[src/wtg_pkg.sv]
// Constants, register map and field layout of the window timeout guard.
// Assumes one 40 MHz clock; the CPU reaches the registers over AXI4-Lite.
package wtg_pkg;

  // ************************************************************
  // Bus and register map
  // ************************************************************
  localparam int ADDR_W = 12;
  localparam int DATA_W = 32;
  localparam int IDX_W = 10;
  // Register indices; the byte address is four times the index
  localparam logic [IDX_W-1:0] CTRL_IDX = 10'h02a;
  localparam logic [IDX_W-1:0] WIN_IDX = 10'h02b;
  localparam logic [IDX_W-1:0] OPT_IDX = 10'h02c;
  localparam logic [IDX_W-1:0] STAT_IDX = 10'h02d;
  localparam logic [1:0] RESP_OKAY = 2'h0;
  localparam logic [1:0] RESP_SLVERR = 2'h2;

  // ************************************************************
  // Fields and reset values
  // ************************************************************
  localparam int CNT_W = 7;
  localparam int ACT_BIT = 7;
  localparam int TOP_BIT = 6;
  localparam int OPT_HW_BIT = 0;
  localparam int OPT_STOP_BIT = 1;
  localparam int STAT_ACT_BIT = 0;
  localparam int STAT_PULSE_BIT = 1;
  localparam logic [CNT_W-1:0] CNT_RST = 7'h7f;
  localparam logic [CNT_W-1:0] WIN_RST = 7'h7f;
  localparam logic [CNT_W-1:0] ROLL_FROM = 7'h40;

  // ************************************************************
  // Timing
  // ************************************************************
  localparam int CLK_MHZ = 40;
  localparam int PRESC_W = 14;
  localparam int PRESC_DEFAULT = 16384;
  localparam int RST_PULSE_US = 30;
  localparam int PULSE_W = 11;
  localparam logic [PULSE_W-1:0] RST_PULSE_CYC = PULSE_W'(RST_PULSE_US * CLK_MHZ);

endpackage

[src/wtg_tick_if.sv]
// Carries the prescaler step enable from the prescaler to the guard core.
// Assumes both ends run on the same clock.
`timescale 1ns/1ps
`default_nettype none
interface wtg_tick_if;
  logic tick;
  modport src (output tick);
  modport snk (input tick);
endinterface
`default_nettype wire

[src/wtg_prescaler.sv]
// Free-running prescaler: one-cycle step enable every PRESC_CYCLES clocks.
// Assumes a synchronous active-low reset; nothing else restarts it.
`timescale 1ns/1ps
`default_nettype none
module wtg_prescaler #(
  parameter int PRESC_CYCLES = wtg_pkg::PRESC_DEFAULT
) (
  input wire logic clk_i,
  input wire logic rst_n_i,
  wtg_tick_if.src tick_if
);
  import wtg_pkg::*;

  typedef struct packed {
    logic [PRESC_W-1:0] cnt;
    logic tick;
  } wtg_presc_st_t;

  localparam logic [PRESC_W-1:0] PRESC_LAST = PRESC_W'(PRESC_CYCLES - 1);

  wtg_presc_st_t st_reg;
  wtg_presc_st_t st_next;

  // Never cleared by a counter write, so the first step after a refresh
  // lands anywhere inside the period
  always_comb begin
    st_next = st_reg;
    st_next.tick = 1'b0;
    if (st_reg.cnt == PRESC_LAST) begin
      st_next.cnt = '0;
      st_next.tick = 1'b1;
    end else begin
      st_next.cnt = st_reg.cnt + 1'b1;
    end
  end

  always_ff @(posedge clk_i) begin
    if (!rst_n_i) begin
      st_reg <= '0;
    end else begin
      st_reg <= st_next;
    end
  end

  assign tick_if.tick = st_reg.tick;

endmodule
`default_nettype wire

[src/wtg_top.sv]
// Window timeout guard: 7-bit downcounter, window check, reset pulse.
// Assumes an AXI4-Lite master on clk_i and a stop strobe from the CPU core.
//
// How it works
// - Counter steps down once per 16384 clocks.
// - Active guard resets on 40h to 3Fh.
// - Reset pin held low about 30 us.
// - Refresh above window value while active resets.
// - Activation bit set by software, cleared by reset.
// - Hardware option keeps guard always active.
// - Counter runs freely even while guard disabled.
// - Writing top bit clear while active resets.
// - Stop instruction resets when option selected and guard active.
// - Low six bits give 64 timeout steps.
// - Counter writes never restart the prescaler.
// - Window register holds refresh upper limit.
// - Control resets to 7Fh, activation bit sticky.
// - Window register 7 bits, resets to 7Fh.
`timescale 1ns/1ps
`default_nettype none
module wtg_top #(
  parameter int PRESC_CYCLES = wtg_pkg::PRESC_DEFAULT
) (
  input wire logic clk_i,
  input wire logic rst_n_i,
  input wire logic [wtg_pkg::ADDR_W-1:0] s_axi_awaddr_i,
  input wire logic s_axi_awvalid_i,
  output logic s_axi_awready_o,
  input wire logic [wtg_pkg::DATA_W-1:0] s_axi_wdata_i,
  input wire logic [3:0] s_axi_wstrb_i,
  input wire logic s_axi_wvalid_i,
  output logic s_axi_wready_o,
  output logic [1:0] s_axi_bresp_o,
  output logic s_axi_bvalid_o,
  input wire logic s_axi_bready_i,
  input wire logic [wtg_pkg::ADDR_W-1:0] s_axi_araddr_i,
  input wire logic s_axi_arvalid_i,
  output logic s_axi_arready_o,
  output logic [wtg_pkg::DATA_W-1:0] s_axi_rdata_o,
  output logic [1:0] s_axi_rresp_o,
  output logic s_axi_rvalid_o,
  input wire logic s_axi_rready_i,
  input wire logic stop_exec_i,
  output logic wd_rst_n_o
);
  import wtg_pkg::*;

  // ************************************************************
  // State
  // ************************************************************
  typedef struct packed {
    logic guard_activate_bit;
    logic [CNT_W-1:0] cnt;
    logic [CNT_W-1:0] guard_window_reg;
    logic opt_hw;
    logic reset_on_stop_option;
    logic [PULSE_W-1:0] pulse;
    logic rst_low;
    logic aw_seen;
    logic [ADDR_W-1:0] awaddr;
    logic w_seen;
    logic [7:0] wdata;
    logic wstrb0;
    logic bvalid;
    logic [1:0] bresp;
    logic rvalid;
    logic [7:0] rdata;
    logic [1:0] rresp;
  } wtg_state_t;

  wtg_state_t st_reg;
  wtg_state_t st_next;

  wtg_tick_if tick_if ();

  wtg_prescaler #(
    .PRESC_CYCLES(PRESC_CYCLES)
  ) u_presc (
    .clk_i(clk_i),
    .rst_n_i(rst_n_i),
    .tick_if(tick_if)
  );

  // ************************************************************
  // Helpers
  // ************************************************************
  function automatic logic hit(input logic [ADDR_W-1:0] addr, input logic [IDX_W-1:0] idx);
    hit = (addr[ADDR_W-1:2] == idx);
  endfunction

  function automatic logic mapped(input logic [ADDR_W-1:0] addr);
    mapped = hit(addr, CTRL_IDX) | hit(addr, WIN_IDX) | hit(addr, OPT_IDX)
           | hit(addr, STAT_IDX);
  endfunction

  logic active;
  logic ar_take;
  logic wr_fire;
  logic wr_ctrl;
  logic wr_win;
  logic wr_opt;
  logic new_act;
  logic trig_roll;
  logic trig_early;
  logic trig_soft;
  logic trig_stop;
  logic trig_any;

  assign active = st_reg.guard_activate_bit | st_reg.opt_hw;
  assign s_axi_awready_o = !st_reg.aw_seen && !st_reg.bvalid;
  assign s_axi_wready_o = !st_reg.w_seen && !st_reg.bvalid;
  assign s_axi_arready_o = !st_reg.rvalid;
  assign ar_take = s_axi_arvalid_i && s_axi_arready_o;
  assign wr_fire = st_reg.aw_seen && st_reg.w_seen && !st_reg.bvalid;
  assign wr_ctrl = wr_fire && st_reg.wstrb0 && hit(st_reg.awaddr, CTRL_IDX);
  assign wr_win = wr_fire && st_reg.wstrb0 && hit(st_reg.awaddr, WIN_IDX);
  assign wr_opt = wr_fire && st_reg.wstrb0 && hit(st_reg.awaddr, OPT_IDX);

  // ************************************************************
  // Reset causes
  // ************************************************************
  // A control write in the same cycle as a step replaces the step, so no rollover
  assign trig_roll = tick_if.tick && active && !wr_ctrl && (st_reg.cnt == ROLL_FROM);
  // Compare uses the count before the write lands
  assign trig_early = wr_ctrl && active && (st_reg.cnt > st_reg.guard_window_reg);
  assign new_act = active | st_reg.wdata[ACT_BIT];
  assign trig_soft = wr_ctrl && new_act && !st_reg.wdata[TOP_BIT];
  assign trig_stop = stop_exec_i && active && st_reg.reset_on_stop_option;
  assign trig_any = trig_roll | trig_early | trig_soft | trig_stop;

  // ************************************************************
  // Next state
  // ************************************************************
  always_comb begin
    st_next = st_reg;
    // Counter: loaded by a refresh, otherwise steps down and wraps
    if (wr_ctrl) begin
      st_next.cnt = st_reg.wdata[CNT_W-1:0];
      if (st_reg.wdata[ACT_BIT]) begin
        st_next.guard_activate_bit = 1'b1;
      end
    end else if (tick_if.tick) begin
      st_next.cnt = st_reg.cnt - 1'b1;
    end
    if (wr_win) begin
      st_next.guard_window_reg = st_reg.wdata[CNT_W-1:0];
    end
    if (wr_opt) begin
      st_next.opt_hw = st_reg.wdata[OPT_HW_BIT];
      st_next.reset_on_stop_option = st_reg.wdata[OPT_STOP_BIT];
    end
    // Reset pulse; causes arriving mid-pulse are absorbed by it
    if (st_reg.pulse != '0) begin
      st_next.pulse = st_reg.pulse - 1'b1;
    end else if (trig_any) begin
      st_next.pulse = RST_PULSE_CYC;
    end
    st_next.rst_low = (st_next.pulse != '0);
    // Write channel: address and data in either order
    if (s_axi_awvalid_i && s_axi_awready_o) begin
      st_next.aw_seen = 1'b1;
      st_next.awaddr = s_axi_awaddr_i;
    end
    if (s_axi_wvalid_i && s_axi_wready_o) begin
      st_next.w_seen = 1'b1;
      st_next.wdata = s_axi_wdata_i[7:0];
      st_next.wstrb0 = s_axi_wstrb_i[0];
    end
    if (wr_fire) begin
      st_next.aw_seen = 1'b0;
      st_next.w_seen = 1'b0;
      st_next.bvalid = 1'b1;
      st_next.bresp = mapped(st_reg.awaddr) ? RESP_OKAY : RESP_SLVERR;
    end else if (st_reg.bvalid && s_axi_bready_i) begin
      st_next.bvalid = 1'b0;
    end
    // Read channel
    if (ar_take) begin
      st_next.rvalid = 1'b1;
      st_next.rresp = mapped(s_axi_araddr_i) ? RESP_OKAY : RESP_SLVERR;
      st_next.rdata = '0;
      if (hit(s_axi_araddr_i, CTRL_IDX)) begin
        st_next.rdata = {st_reg.guard_activate_bit, st_reg.cnt};
      end else if (hit(s_axi_araddr_i, WIN_IDX)) begin
        st_next.rdata = {1'b0, st_reg.guard_window_reg};
      end else if (hit(s_axi_araddr_i, OPT_IDX)) begin
        st_next.rdata[OPT_HW_BIT] = st_reg.opt_hw;
        st_next.rdata[OPT_STOP_BIT] = st_reg.reset_on_stop_option;
      end else if (hit(s_axi_araddr_i, STAT_IDX)) begin
        st_next.rdata[STAT_ACT_BIT] = active;
        st_next.rdata[STAT_PULSE_BIT] = st_reg.rst_low;
      end
    end else if (st_reg.rvalid && s_axi_rready_i) begin
      st_next.rvalid = 1'b0;
    end
  end

  always_ff @(posedge clk_i) begin
    if (!rst_n_i) begin
      st_reg <= '0;
      st_reg.cnt <= CNT_RST;
      st_reg.guard_window_reg <= WIN_RST;
    end else begin
      st_reg <= st_next;
    end
  end

  // ************************************************************
  // Outputs
  // ************************************************************
  assign wd_rst_n_o = !st_reg.rst_low;
  assign s_axi_bvalid_o = st_reg.bvalid;
  assign s_axi_bresp_o = st_reg.bresp;
  assign s_axi_rvalid_o = st_reg.rvalid;
  assign s_axi_rresp_o = st_reg.rresp;
  assign s_axi_rdata_o = {{(DATA_W - 8){1'b0}}, st_reg.rdata};

  logic [PULSE_W-1:0] low_len;
  logic idle;

  always_ff @(posedge clk_i) begin
    if (!rst_n_i) begin
      low_len <= '0;
    end else if (!wd_rst_n_o) begin
      low_len <= low_len + 1'b1;
    end else begin
      low_len <= '0;
    end
  end

  assign idle = wd_rst_n_o && (st_reg.pulse == '0);
endmodule
`default_nettype wire

[config.mk]
export PLATFORM = sky130hd
export DESIGN_NAME = wtg_top
export DESIGN_NICKNAME = d
export VERILOG_FILES = /design/src/wtg_pkg.sv /design/src/wtg_tick_if.sv /design/src/wtg_prescaler.sv /design/src/wtg_top.sv
export SDC_FILE = /design/constraint.sdc
export NUM_CORES = 1
export LEC_CHECK = 0
export ABC_AREA = 0
export BUFFER_PORTS_ARGS = -buffer_cell sky130_fd_sc_hd__buf_2
export CORE_AREA = 2 2 120 64
export DETAILED_ROUTE_END_ITERATION = 8
export DIE_AREA = 0 0 122 66
export PLACE_DENSITY = 0.83
export SYNTH_ARGS = -nofsm -noshare
export SYNTH_HDL_FRONTEND = slang
export SYNTH_HIERARCHICAL = 1
export SYNTH_SLANG_ARGS = --single-unit
[constraint.sdc]
create_clock -name clk_i -period 6.14 [get_ports clk_i]
set_input_delay 0.614 -clock clk_i [delete_from_list [all_inputs] [get_ports clk_i]]
set_output_delay 0.614 -clock clk_i [all_outputs]
set_load 0.02 [all_outputs]
# Yosys cells after proc, flatten, opt, wreduce, memory -nomap -nowiden
# Cells that the tools add are included.
# totals
ff_bits,81
output_inout_bits,42
inputBits,68
elab_cells,98
# classes
n_reduce_logical,37
mux,16
bitwise,12
n_lt_le_gt_ge,1
addsub,3
eq_ne,10
# ops
op,count
"10-bit by 6-bit == test with 1-bit output, second input constant",8
1-bit logical AND,22
11-bit 2-to-1 mux,2
11-bit nonzero test,2
"14-bit by 1-bit adder with 14-bit output, second input constant",1
"14-bit == test, second input constant",1
7-bit 2-to-1 mux,2
1-bit OR,11
"11-bit by 1-bit subtractor with 11-bit output, second input constant",1
2-bit 2-to-1 mux,5
8-bit 2-to-1 mux,1
"7-bit == test, second input constant",1
7-bit > comparator,1
1-bit logical NOT,7
"7-bit by 1-bit subtractor with 7-bit output, second input constant",1
2-bit nonzero test,3
1-bit 2-to-1 mux,5
5-bit 2-to-1 mux,1
2-bit OR reduction,2
2-bit AND reduction,1
1-bit inverter,1

# Longest topological paths before layout
# Gate-level depths: netlist of run 1.
# depth
word_depth,13
ltp_mapped,9
ltp_nobuf,8

# Cells and area by module
# Netlist of run 1, hierarchy kept.
# by_module_without_submodules
module,n_inst,seq_area_each_um2,cells_each,area_per_inst_um2
wtg_top,1,1241.2,388,3166.8
wtg_prescaler,1,300.3,66,623.1

# Worst setup path before layout of run 1
# No wires, ideal clock.
# synth_path
kind,register to register
start,reg st_reg[32] in the netlist's numbering
end,reg st_reg[37] in the netlist's numbering
synth_period_minus_slack_ps,2239
t_required_ps,6002
path_stages_with_launch,8
setup_ps,138
t_arrival_ps,2101
n_path_buf,1
path_slack_ps,3901
path_cell_list,dfxtp_1 or4b_4 or4_4 buf_6 a311oi_2 a21oi_1 o31ai_1 a41oi_1
# synth_via
elab_chain_len,11
elab_cells_between_ends,15
classes_between,eq/ne (1); mux (2); bitwise (3); reduce/logical (9)
# synth_lines
element,line_no,source
start: declaration,wtg_top.sv:71,wtg_state_t st_reg;
start signal: assignment,wtg_top.sv:204,st_reg <= st_next;
10-bit by 6-bit == test with 1-bit output (*),wtg_top.sv:88,hit = (addr[ADDR_W-1:2] == idx);
1-bit logical AND (*),wtg_top.sv:115,"assign wr_ctrl = wr_fire && st_reg.wstrb0 && hit(st_reg.awaddr, CTRL_IDX);"
1-bit logical NOT,wtg_top.sv:123,assign trig_roll = tick_if.tick && active && !wr_ctrl && (st_reg.cnt == ROLL_FROM);
1-bit logical AND (2 in series),wtg_top.sv:123,
1-bit OR,wtg_top.sv:129,assign trig_any = trig_roll | trig_early | trig_soft | trig_stop;
1-bit OR (*) (2 in series),wtg_top.sv:129,
11-bit 2-to-1 mux (*),wtg_top.sv:155,end else if (trig_any) begin
11-bit 2-to-1 mux (*),wtg_top.sv:153,if (st_reg.pulse != '0) begin
11-bit nonzero test (*),wtg_top.sv:158,st_next.rst_low = (st_next.pulse != '0);
# Mark *: on every way between the ends. The rest lies on a longest branch, timed or not.
# A chain may end at the register's enable or synchronous reset.

# Final worst setup path of run 1
# Ends and elaborated chain as after synthesis.

==> results of run 1 <==
==> report_power, final <==
part | switching (mW) | total [mW] | internal (mW)
Combinational | 0.148 | 0.248 | 0.101
Sequential | 0.0333 | 0.569 | 0.536
Clock | 0.192 | 0.503 | 0.311
==> kinds of logic (layout without fill, tap and decap cells) <==
logic type	Yosys count	after routing	synth area share
AO/OA/AOI/OAI	82	82	0.130
XOR/XNOR	21	21	0.0485
adder cells (fa/ha/maj)	11	11	0.0363
buffers and inverters	71	87	0.110
flip-flops	77	77	0.407
multiplexers	10	10	0.0264
other	1	26	0.000989
AND/OR/NAND/NOR	181	181	0.240
==> cell type report <==
type                            instances  area (um^2)
Tap cell                               96          120
Clock buffer                           11          233
Timing Repair Buffer                   53          268
Fill cell                             646         2810
Inverter                               19         71.3
Sequential cell                        77         1540
Clock inverter                          4         50.0
Multi-Input combinational cell        331         1920
==> worst max path at each step <==
stage | end | cells after the start
after floorplan | st_reg[37]$_SDFF_PN0_ | 7
after global placement | s_axi_rdata_o[3]$_SDFFE_PN0P_ | 7
after detailed placement | s_axi_rdata_o[4]$_SDFFE_PN0P_ | 7
after CTS | st_reg[37]$_SDFF_PN0_ | 6
after global routing | st_reg[45]$_SDFF_PN0_ | 6
final | st_reg[37]$_SDFF_PN0_ | 6
==> per-layer routing <==
layer / GRT usage / share of wire
met1: 0.266 / 0.48
met4: 0.0761 / 0.012
met2: 0.341 / 0.46
met5: 0 / 0
met3: 0.0681 / 0.045
==> metrics by stage <==
step / worst slack [ns] / instances
2_1_floorplan: 3.90 / 479
3_3_place_gp: 3.56 / 576
3_5_place_dp: 3.50 / 576
4_1_cts: 3.52 / 591
5_1_grt: 3.35 / 591
6_report: 3.46 / 591
==> placed cells by master (no fill, tap or decap), drive strengths merged, types with 6 or more instances in the layout <==
master	instances
a21oi	38
and2	8
buf	53
clkbuf	11
conb	26
dfxtp	77
ha	11
inv	19
mux2i	10
nand2	73
nand3	7
nor2	40
nor3	9
o211ai	7
o21ai	20
xnor2	6
xor2	15
==> worst reg2reg max path: cells and delay by family (launching register included) <==
| family | cells | cell delay [ns] |
|---|---|---|
| AOI/OAI and AO/OA | 3 | 0.73 |
| and+or+nand+nor | 3 | 1.55 |
| DFF | 1 | 0.31 |
==> results.py, run 1 <==
metrics = {
    "status": {
        "status": "completed",
    },
    "cts": {
        "ctsHoldBuffers": 0,
        "clk_latency_ns": 0.33,
        "cts.sinks": 77,
        "htreeDepth": 3,
        "clock-root-buffer": "clkbuf_16",
        "ctsLongestPathBuffers": 2,
        "cts_resized": 0,
        "post_cts_buffers": 0,
        "cts_made_buffers": 9,
        "path_clk_slew_ns": 0.06,
        "cts_tree": "yes",
    },
    "setup_path": {
        "r2r_slack_ns": 3.46,
        "startpoint_type": "flop",
        "worstPathMaxFanout": 8,
        "critPathTopFamily": "simple AND/OR/NAND/NOR gates",
        "crit_required_ns": 6.39,
        "reg2reg_to": "st_reg[37]$_SDFF_PN0_",
        "crit_arrival_ns": 2.93,
        "crit_path_cell_trace": "or4b_4, nor4_2, a21oi_1, a21oi_1, nand2_1, a41oi_1",
        "crit_path_end_kind": "flop",
        "slowest_stage": "nor4_2",
        "cp.buffers_inverters": 0,
        "worstSetupPathType": "reg -> reg",
        "crit_top_cell": "a21oi_1",
        "critical-path-max-stage-delay_ns": 0.77,
        "r2r_cells": 6,
        "r2r-start": "st_reg[32]$_SDFFE_PN0P_",
        "crit_path_start": "st_reg[32]$_SDFFE_PN0P_",
    },
    "floorplanning": {
        "die_w_um": 122,
        "fp.dieH_um": 66,
        "core-area_mm2": 0.00702,
        "io_pins": 110,
        "die_area_mm2": 0.00805,
        "initial_utilization": 0.540,
        "rows": 22,
    },
    "routing": {
        "postRouteAntennaNets": 0,
        "drt-vias-per-instance": 5.31,
        "drc_errors": 0,
        "via_count": 3139,
        "first_pass_iters": 5,
        "first_iter_violations": 242,
        "routed_wl_um": 7880,
        "wl_per_cell_um": 13.3,
    },
    "flow_run": {
        "drv_cap": 0,
    },
    "min_path": {
        "hold_path.class": "reg -> reg",
        "min_path_cells": 2,
        "min_from": "st_reg[29]$_SDFFE_PN0P_",
        "holdPathEnd": "st_reg[29]$_SDFFE_PN0P_",
    },
    "timing": {
        "layout_min_cycle_time_ns": 2.68,
        "hold_viol": 0,
        "clock.fmax_mhz": 373,
        "fin_worst_skew_ns": 0.00570,
        "tightest_slew_ns": 0.860,
        "hold_ws_ns": 0.454,
        "drv_slew": 0,
        "max_slew_margin": 0.422,
        "tns_ns": 0,
        "rsz0062_at_grt": "no",
        "finalCritPeriodShare": 0.436,
        "finalSetupViolations": 0,
    },
    "synth": {
        "syn_area_mm2": 0.00379,
        "synth_edf_count": 0,
        "synth_cells": 454,
        "netlist_top_cells_area": "dfxtp_1 (41%), nand2_1 (7.2%), buf_4 (7.1%), a21oi_1 (5.0%), nor2_1 (4.0%)",
        "yosysUniqueCellTypes": 54,
        "syn_avg_cell_area_um2": 8.35,
        "synth.top_cells.by_count": "dfxtp_1 (77), nand2_1 (73), nor2_1 (40)",
        "ys_warn_count": 6,
        "synth-async-reset-ratio": 0,
        "ys.flop_type": "dfxtp_1",
        "yosysSeqAreaShare": 0.407,
        "synth_top_area_cell": "dfxtp_1",
        "synth_seq_cells": 77,
        "synth_top_area_share": 0.407,
        "synth.most_common_cell": "dfxtp_1",
    },
    "grt": {
        "grt_overflow": 0,
        "track_usage": 0.211,
        "grt_pass1_wl_um": 13100,
        "antenna_found_initial": 0,
        "grt_max_degree": 42,
        "grt_pass1_vias": 2924,
    },
    "power_and_ir_drop": {
        "ir_drop_uv": 150,
        "power.density_mw_per_mm2": 314,
        "total_leakage_power_nw": 1.85,
        "power.total_mw": 1.32,
    },
    "placed_design": {
        "gp_congestion": 0.808,
        "hpwl_um": 5840,
        "dpl_cell_area_mm2": 0.00393,
        "port_buffers": 52,
    },
    "finish": {
        "drive_gt1_frac": 0.156,
        "largest_register_ffs": 50,
        "area_growth_pct": 11.0,
        "diodes": 0,
        "stdcell_area_mm2": 0.00421,
        "post-route-util": 0.599,
        "layout.nets": 570,
    },
}
Power figures use the tool's default switching activity.
==> run 2: changes to the inputs <==
Settings changed: ABC_AREA 0 to 1, CORE_AREA 2 2 120 64 to 2 2 127 67, DIE_AREA 0 0 122 66 to 0 0 129 69, PLACE_DENSITY 0.83 to 0.8.
Clock period 6.14 ns to 2.7 ns, I/O delays scaled along.
==> run 2 against run 1 <==
Cell count up 21%. Final area up 7.9%. Core utilization is 1.7 points lower. Combinational power increased to 2.9 times the previous value. Sequential share of layout area is 2.7 points lower. Critical path type unchanged.
==> results.py, run 2 <==
metrics = {
    "cts": {
        "path_clk_slew_ns": 0.06,
        "clk_latency_ns": 0.33,
        "cts_made_buffers": 9,
        "ctsHoldBuffers": 0,
        "post_cts_buffers": 0,
        "htreeDepth": 3,
        "cts_resized": 0,
        "clock-root-buffer": "clkbuf_16",
        "ctsLongestPathBuffers": 2,
        "cts.sinks": 77,
        "cts_tree": "yes",
    },
    "floorplanning": {
        "fp.dieH_um": 69,
        "die_area_mm2": 0.00890,
        "initial_utilization": 0.521,
        "io_pins": 110,
        "rows": 23,
        "core-area_mm2": 0.00780,
        "die_w_um": 129,
    },
    "synth": {
        "syn_area_mm2": 0.00407,
        "synth.most_common_cell": "nand2_1",
        "syn_avg_cell_area_um2": 7.30,
        "yosysUniqueCellTypes": 39,
        "ys_warn_count": 6,
        "ys.flop_type": "dfxtp_1",
        "synth_top_area_cell": "dfxtp_1",
        "synth_cells": 557,
        "synth_top_area_share": 0.379,
        "yosysSeqAreaShare": 0.379,
        "netlist_top_cells_area": "dfxtp_1 (38%), nand2_1 (9.1%), buf_4 (6.8%), nor2_1 (6.7%), inv_1 (6.2%)",
        "synth_edf_count": 0,
        "synth.top_cells.by_count": "nand2_1 (99), dfxtp_1 (77), nor2_1 (73)",
        "synth-async-reset-ratio": 0,
        "synth_seq_cells": 77,
    },
    "setup_path": {
        "crit_arrival_ns": 2.30,
        "crit_path_cell_trace": "inv_1, ha_1, nand2_1, nor2_1, and3_1, inv_2, nor2_1, nand3_1, nand2_1, inv_2, nand2_1, nor2_1, a21oi_1",
        "critical-path-max-stage-delay_ns": 0.37,
        "crit_path_end_kind": "flop",
        "crit_path_start": "st_reg[38]$_SDFF_PN0_",
        "slowest_stage": "and3_1",
        "r2r-start": "st_reg[38]$_SDFF_PN0_",
        "startpoint_type": "flop",
        "cp.buffers_inverters": 3,
        "crit_required_ns": 2.97,
        "worstSetupPathType": "reg -> reg",
        "worstPathMaxFanout": 9,
        "critPathTopFamily": "simple AND/OR/NAND/NOR gates",
    },
    "grt": {
        "grt_pass1_vias": 3194,
        "antenna_found_initial": 0,
        "track_usage": 0.210,
        "grt_overflow": 0,
        "grt_max_degree": 47,
        "grt_pass1_wl_um": 14900,
    },
    "finish": {
        "largest_register_ffs": 50,
        "area_growth_pct": 11.7,
        "drive_gt1_frac": 0.169,
        "layout.nets": 678,
        "mostFrequentLayoutCell": "nand2_1",
        "fill_cells": 740,
        "final_cell_mix": "nand2_1 (99), dfxtp_1 (77), nor2_1 (73), inv_1 (67), buf_2 (52)",
        "diodes": 0,
    },
    "status": {
        "status": "completed",
    },
    "flow_run": {
        "drv_cap": 0,
    },
    "power_and_ir_drop": {
        "clkPwrFrac": 0.365,
        "power.total_mw": 3.18,
        "seq_power_share": 0.412,
        "power_frac_comb": 0.223,
        "power.switching_uw": 969,
        "p_sw_frac": 0.305,
        "power.density_mw_per_mm2": 699,
        "p_int_mw": 2.21,
        "ir_drop_uv": 463,
        "total_leakage_power_nw": 2.24,
    },
    "min_path": {
        "hold_path.class": "in -> reg",
        "min_from": "s_axi_awaddr_i[8]",
    },
    "timing": {
        "finalCritPeriodShare": 0.754,
        "drv_slew": 0,
        "clock.fmax_mhz": 491,
        "fin_worst_skew_ns": 0.00552,
        "max_slew_margin": 0.600,
        "hold_viol": 0,
        "layout_min_cycle_time_ns": 2.03,
        "tightest_slew_ns": 0.599,
        "rsz0062_at_grt": "no",
        "finalSetupViolations": 0,
        "tns_ns": 0,
    },
    "routing": {
        "drt-vias-per-instance": 4.93,
        "wl_per_cell_um": 12.2,
        "first_pass_iters": 5,
        "routed_wl_um": 8740,
        "via_count": 3533,
        "first_iter_violations": 228,
        "drc_errors": 0,
        "postRouteAntennaNets": 0,
    },
    "placed_design": {
        "gp_congestion": 0.862,
        "hpwl_um": 6730,
        "port_buffers": 52,
    },
}
run 2: changes by cell type after synthesis, moves of 6 or more:
cell      delta
and2_1       -8
nor3_1       -6
o211ai_1    +14
nand2_2      +6
inv_1       +48
o21ai_0     +12
mux2i_1      -9
nand2_1     +26
nand3_1      +8
nor2_2      +11
nor2_1      +33
inv_2        +8
nand4_1      +8
a21oi_1      -9
run 2: metal layers:
| layer | GRT usage | wire length (um) |
|---|---|---|
| met2 | 0.302 | 3730 |
| met4 | 0.0664 | 98 |
| met1 | 0.301 | 4400 |
| met3 | 0.0621 | 513 |
| met5 | 0 | 0 |
run 2: stage by stage:
step | hold WS, ns | setup WS [ns] | util | std cells | cell area, um^2
floorplan | 0.404 | 1.02 | - | 582 | 4160
global placement | 0.443 | 0.754 | 0.545 | 700 | 4250
detailed placement | 0.453 | 0.670 | 0.545 | 700 | 4250
CTS | 0.176 | 0.641 | 0.582 | 716 | 4540
global route | 0.186 | 0.440 | 0.582 | 716 | 4540
finish | 0.190 | 0.665 | 0.582 | 716 | 4540
run 2: worst min-delay path, cell delays in order:
cell,delay (ns)
buf_2,0.08
o21ai_0,0.07
nor2_1,0.07
run 2: area by class of cell:
type / count / area [um^2] / area share
clock buffer: 16 / 292 / 0.0642
timing repair buffer: 54 / 275 / 0.0606
tap: 112 / 140 / 0.0309
multi-input combinational: 381 / 2010 / 0.442
inverter: 76 / 285 / 0.0628
sequential: 77 / 1540 / 0.339
run 2: final timing paths:
kind                            slack [ns]  cells after the start                       to
worst min register to register        0.46                      2  st_reg[31]$_SDFFE_PN0P_
worst max register to register        0.67                     13    st_reg[37]$_SDFF_PN0_
worst max-delay path                  0.67                     13    st_reg[37]$_SDFF_PN0_
worst min-delay path                  0.19                      3  st_reg[32]$_SDFFE_PN0P_
run 2: cell families after synthesis:
logic type | Yosys count | synth area share
xor+xnor | 16 | 0.0345
simple gates | 237 | 0.266
fa+ha+maj | 11 | 0.0338
other cells | 1 | 0.000922
compound gates | 90 | 0.133
buf+inv | 124 | 0.150
flops | 77 | 0.379
mux | 1 | 0.00246
run 2: power groups by stage:
stage	Clock (mW)	Sequential (mW)	Combinational (mW)
2_1_floorplan	0	1.31	0.610
3_3_place_gp	0	1.33	0.685
3_5_place_dp	0	1.33	0.710
6_report	1.16	1.31	0.708
5_1_grt	1.24	1.32	0.816
4_1_cts	1.20	1.31	0.714
==> run 3: changes to the inputs <==
Settings changed: ABC_AREA 1 to 0, CORE_AREA 2 2 127 67 to 2 2 124 66, DIE_AREA 0 0 129 69 to 0 0 126 68, PLACE_DENSITY 0.8 to 0.79.
Clock period 2.7 ns to 2 ns, I/O delays scaled along.
==> run 3 against run 2 <==
The run now ends with negative setup slack left. Via count down 7.3%. Global-route usage up 0.070 points. First-iteration DRC count unchanged. Clock power up 62%. Register-to-register slack worse by 0.94 ns. Fmax down 10%. Sequential share of layout area down 0.53 points. Largest cell class unchanged. Largest power group is now the clock network.
==> results.py, run 3 (synthesis results as in run 1) <==
metrics = {
    "cts": {
        "ctsLongestPathBuffers": 2,
        "cts.sinks": 77,
        "clock-root-buffer": "clkbuf_16",
        "cts_tree": "yes",
        "cts_made_buffers": 9,
        "htreeDepth": 3,
        "clk_latency_ns": 0.34,
        "path_clk_slew_ns": 0.06,
        "ctsHoldBuffers": 0,
    },
    "placed_design": {
        "dpl_cell_area_mm2": 0.00414,
        "dp.cells": 606,
        "hpwl_um": 6160,
        "gp_congestion": 0.891,
        "pre_cts_slack_ns": -0.239,
        "port_buffers": 52,
    },
    "finish": {
        "drive_gt1_frac": 0.236,
        "mostFrequentLayoutCell": "dfxtp_1",
        "final_cell_mix": "dfxtp_1 (76), nand2_1 (71), buf_2 (52), nor2_1 (40), a21oi_1 (35)",
        "layout.nets": 603,
        "stdcell_area_mm2": 0.00462,
        "fill_cells": 666,
        "largest_register_ffs": 50,
        "diodes": 0,
        "finalNonFillerCells": 629,
        "area_growth_pct": 21.8,
    },
    "timing": {
        "max_slew_margin": 0.609,
        "finalCritPeriodShare": 1.14,
        "rsz0062_at_grt": "yes",
        "tightest_slew_ns": 0.579,
        "layout_min_cycle_time_ns": 2.27,
        "hold_viol": 0,
        "finalSetupViolations": 16,
        "drv_slew": 0,
        "worst_slack_ns": -0.272,
        "hold_ws_ns": 0.0980,
        "fin_worst_skew_ns": 0.00480,
        "clock.fmax_mhz": 440,
    },
    "min_path": {
        "hold_path.class": "in -> reg",
    },
    "power_and_ir_drop": {
        "ir_drop_uv": 568,
        "power.density_mw_per_mm2": 1020,
        "total_leakage_power_nw": 2.11,
    },
    "routing": {
        "routed_wl_um": 8750,
        "drc_errors": 0,
        "first_pass_iters": 5,
        "via_count": 3274,
        "wl_per_cell_um": 13.9,
        "drt-vias-per-instance": 5.21,
        "first_iter_violations": 228,
        "postRouteAntennaNets": 0,
    },
    "floorplanning": {
        "die_area_mm2": 0.00857,
        "die_w_um": 126,
        "fp.dieH_um": 68,
        "io_pins": 110,
        "initial_utilization": 0.499,
        "core-area_mm2": 0.00760,
        "rows": 23,
    },
    "grt": {
        "grt_pass1_vias": 2992,
        "grt_pass1_wl_um": 14200,
        "grt_max_degree": 27,
        "grt_overflow": 0,
        "track_usage": 0.211,
        "antenna_found_initial": 0,
    },
    "setup_path": {
        "crit_required_ns": 2.21,
        "crit_arrival_ns": 2.48,
        "startpoint_type": "flop",
        "crit_path_end_kind": "flop",
        "worstSetupPathType": "reg -> reg",
        "r2r_slack_ns": -0.27,
        "worstPathMaxFanout": 4,
    },
    "status": {
        "violations": "negative setup slack",
        "status": "complete, but fails checks",
    },
    "flow_run": {
        "drv_cap": 0,
    },
}
-- run 3: changes by cell type in the layout (fill, tap and decap cells not counted), moves of 14 or more --
cell      previous run  this run
inv_1               67        18
nor2_1              73        40
buf_4                2        31
nand2_1             99        71
o211ai_1            21         7
o21ai_0             31        17
-- run 3: path summary, 6_finish.rpt --
kind | start | to | depth (start not counted)
setup / recovery | st_reg[32]$_SDFFE_PN0P_ | st_reg[37]$_SDFF_PN0_ | 6
hold / removal | s_axi_awaddr_i[8] | st_reg[32]$_SDFFE_PN0P_ | 3
setup reg to reg | st_reg[32]$_SDFFE_PN0P_ | st_reg[37]$_SDFF_PN0_ | 6
hold reg to reg | st_reg[29]$_SDFFE_PN0P_ | st_reg[29]$_SDFFE_PN0P_ | 2
-- run 3: metal layers --
layer,part of all wire,wire [um],vias up,track usage
met1,0.48,4220,1535,0.278
met3,0.059,520,14,0.0696
met5,0,0,-,0
li1,-,-,1628,-
met2,0.45,3920,97,0.340
met4,0.0097,85,0,0.0522
-- run 3: area by class of cell --
| cell class | instances | area (um^2) | share of cell area |
|---|---|---|---|
| clock inverters | 6 | 110 | 0.0238 |
| inverters | 19 | 71.3 | 0.0154 |
| clock buffers | 10 | 239 | 0.0518 |
| flip-flops and latches | 77 | 1540 | 0.334 |
| repair buffers | 86 | 527 | 0.114 |
| multi-input cells | 331 | 2000 | 0.434 |
| well taps | 100 | 125 | 0.0271 |
-- run 3: report_power, final --
group          total (mW)  internal (mW)  switching (mW)
Sequential           1.74           1.64          0.0996
Clock                1.88           1.25           0.635
Combinational        1.09          0.524           0.565
-- run 3: stage by stage --
step	total power, mW	setup TNS (ns)	utilization
final	4.72	-3.05	0.608
after floorplan	2.40	-0.873	-
after CTS	4.69	-2.03	0.605
after global placement	2.68	-1.30	0.544
after detailed placement	2.72	-1.89	0.544
after global routing	4.93	-4.29	0.608
-- run 3: repair_timing --
action | 4_1_cts | 5_1_grt
buffers inserted | 4 | 3
setup endpoints to repair | 17 | 19
gates cloned | 1 | 0
pin swaps | 4 | 3
gates resized for setup | 20 | 4
-- run 3: critical path, stage by stage, from the launching register on --
cell	delay (ns)
dfxtp_2	0.32
or4b_4	0.55
or4_4	0.54
a311oi_2	0.24
a21oi_2	0.13
o31ai_2	0.22
a41oi_1	0.14
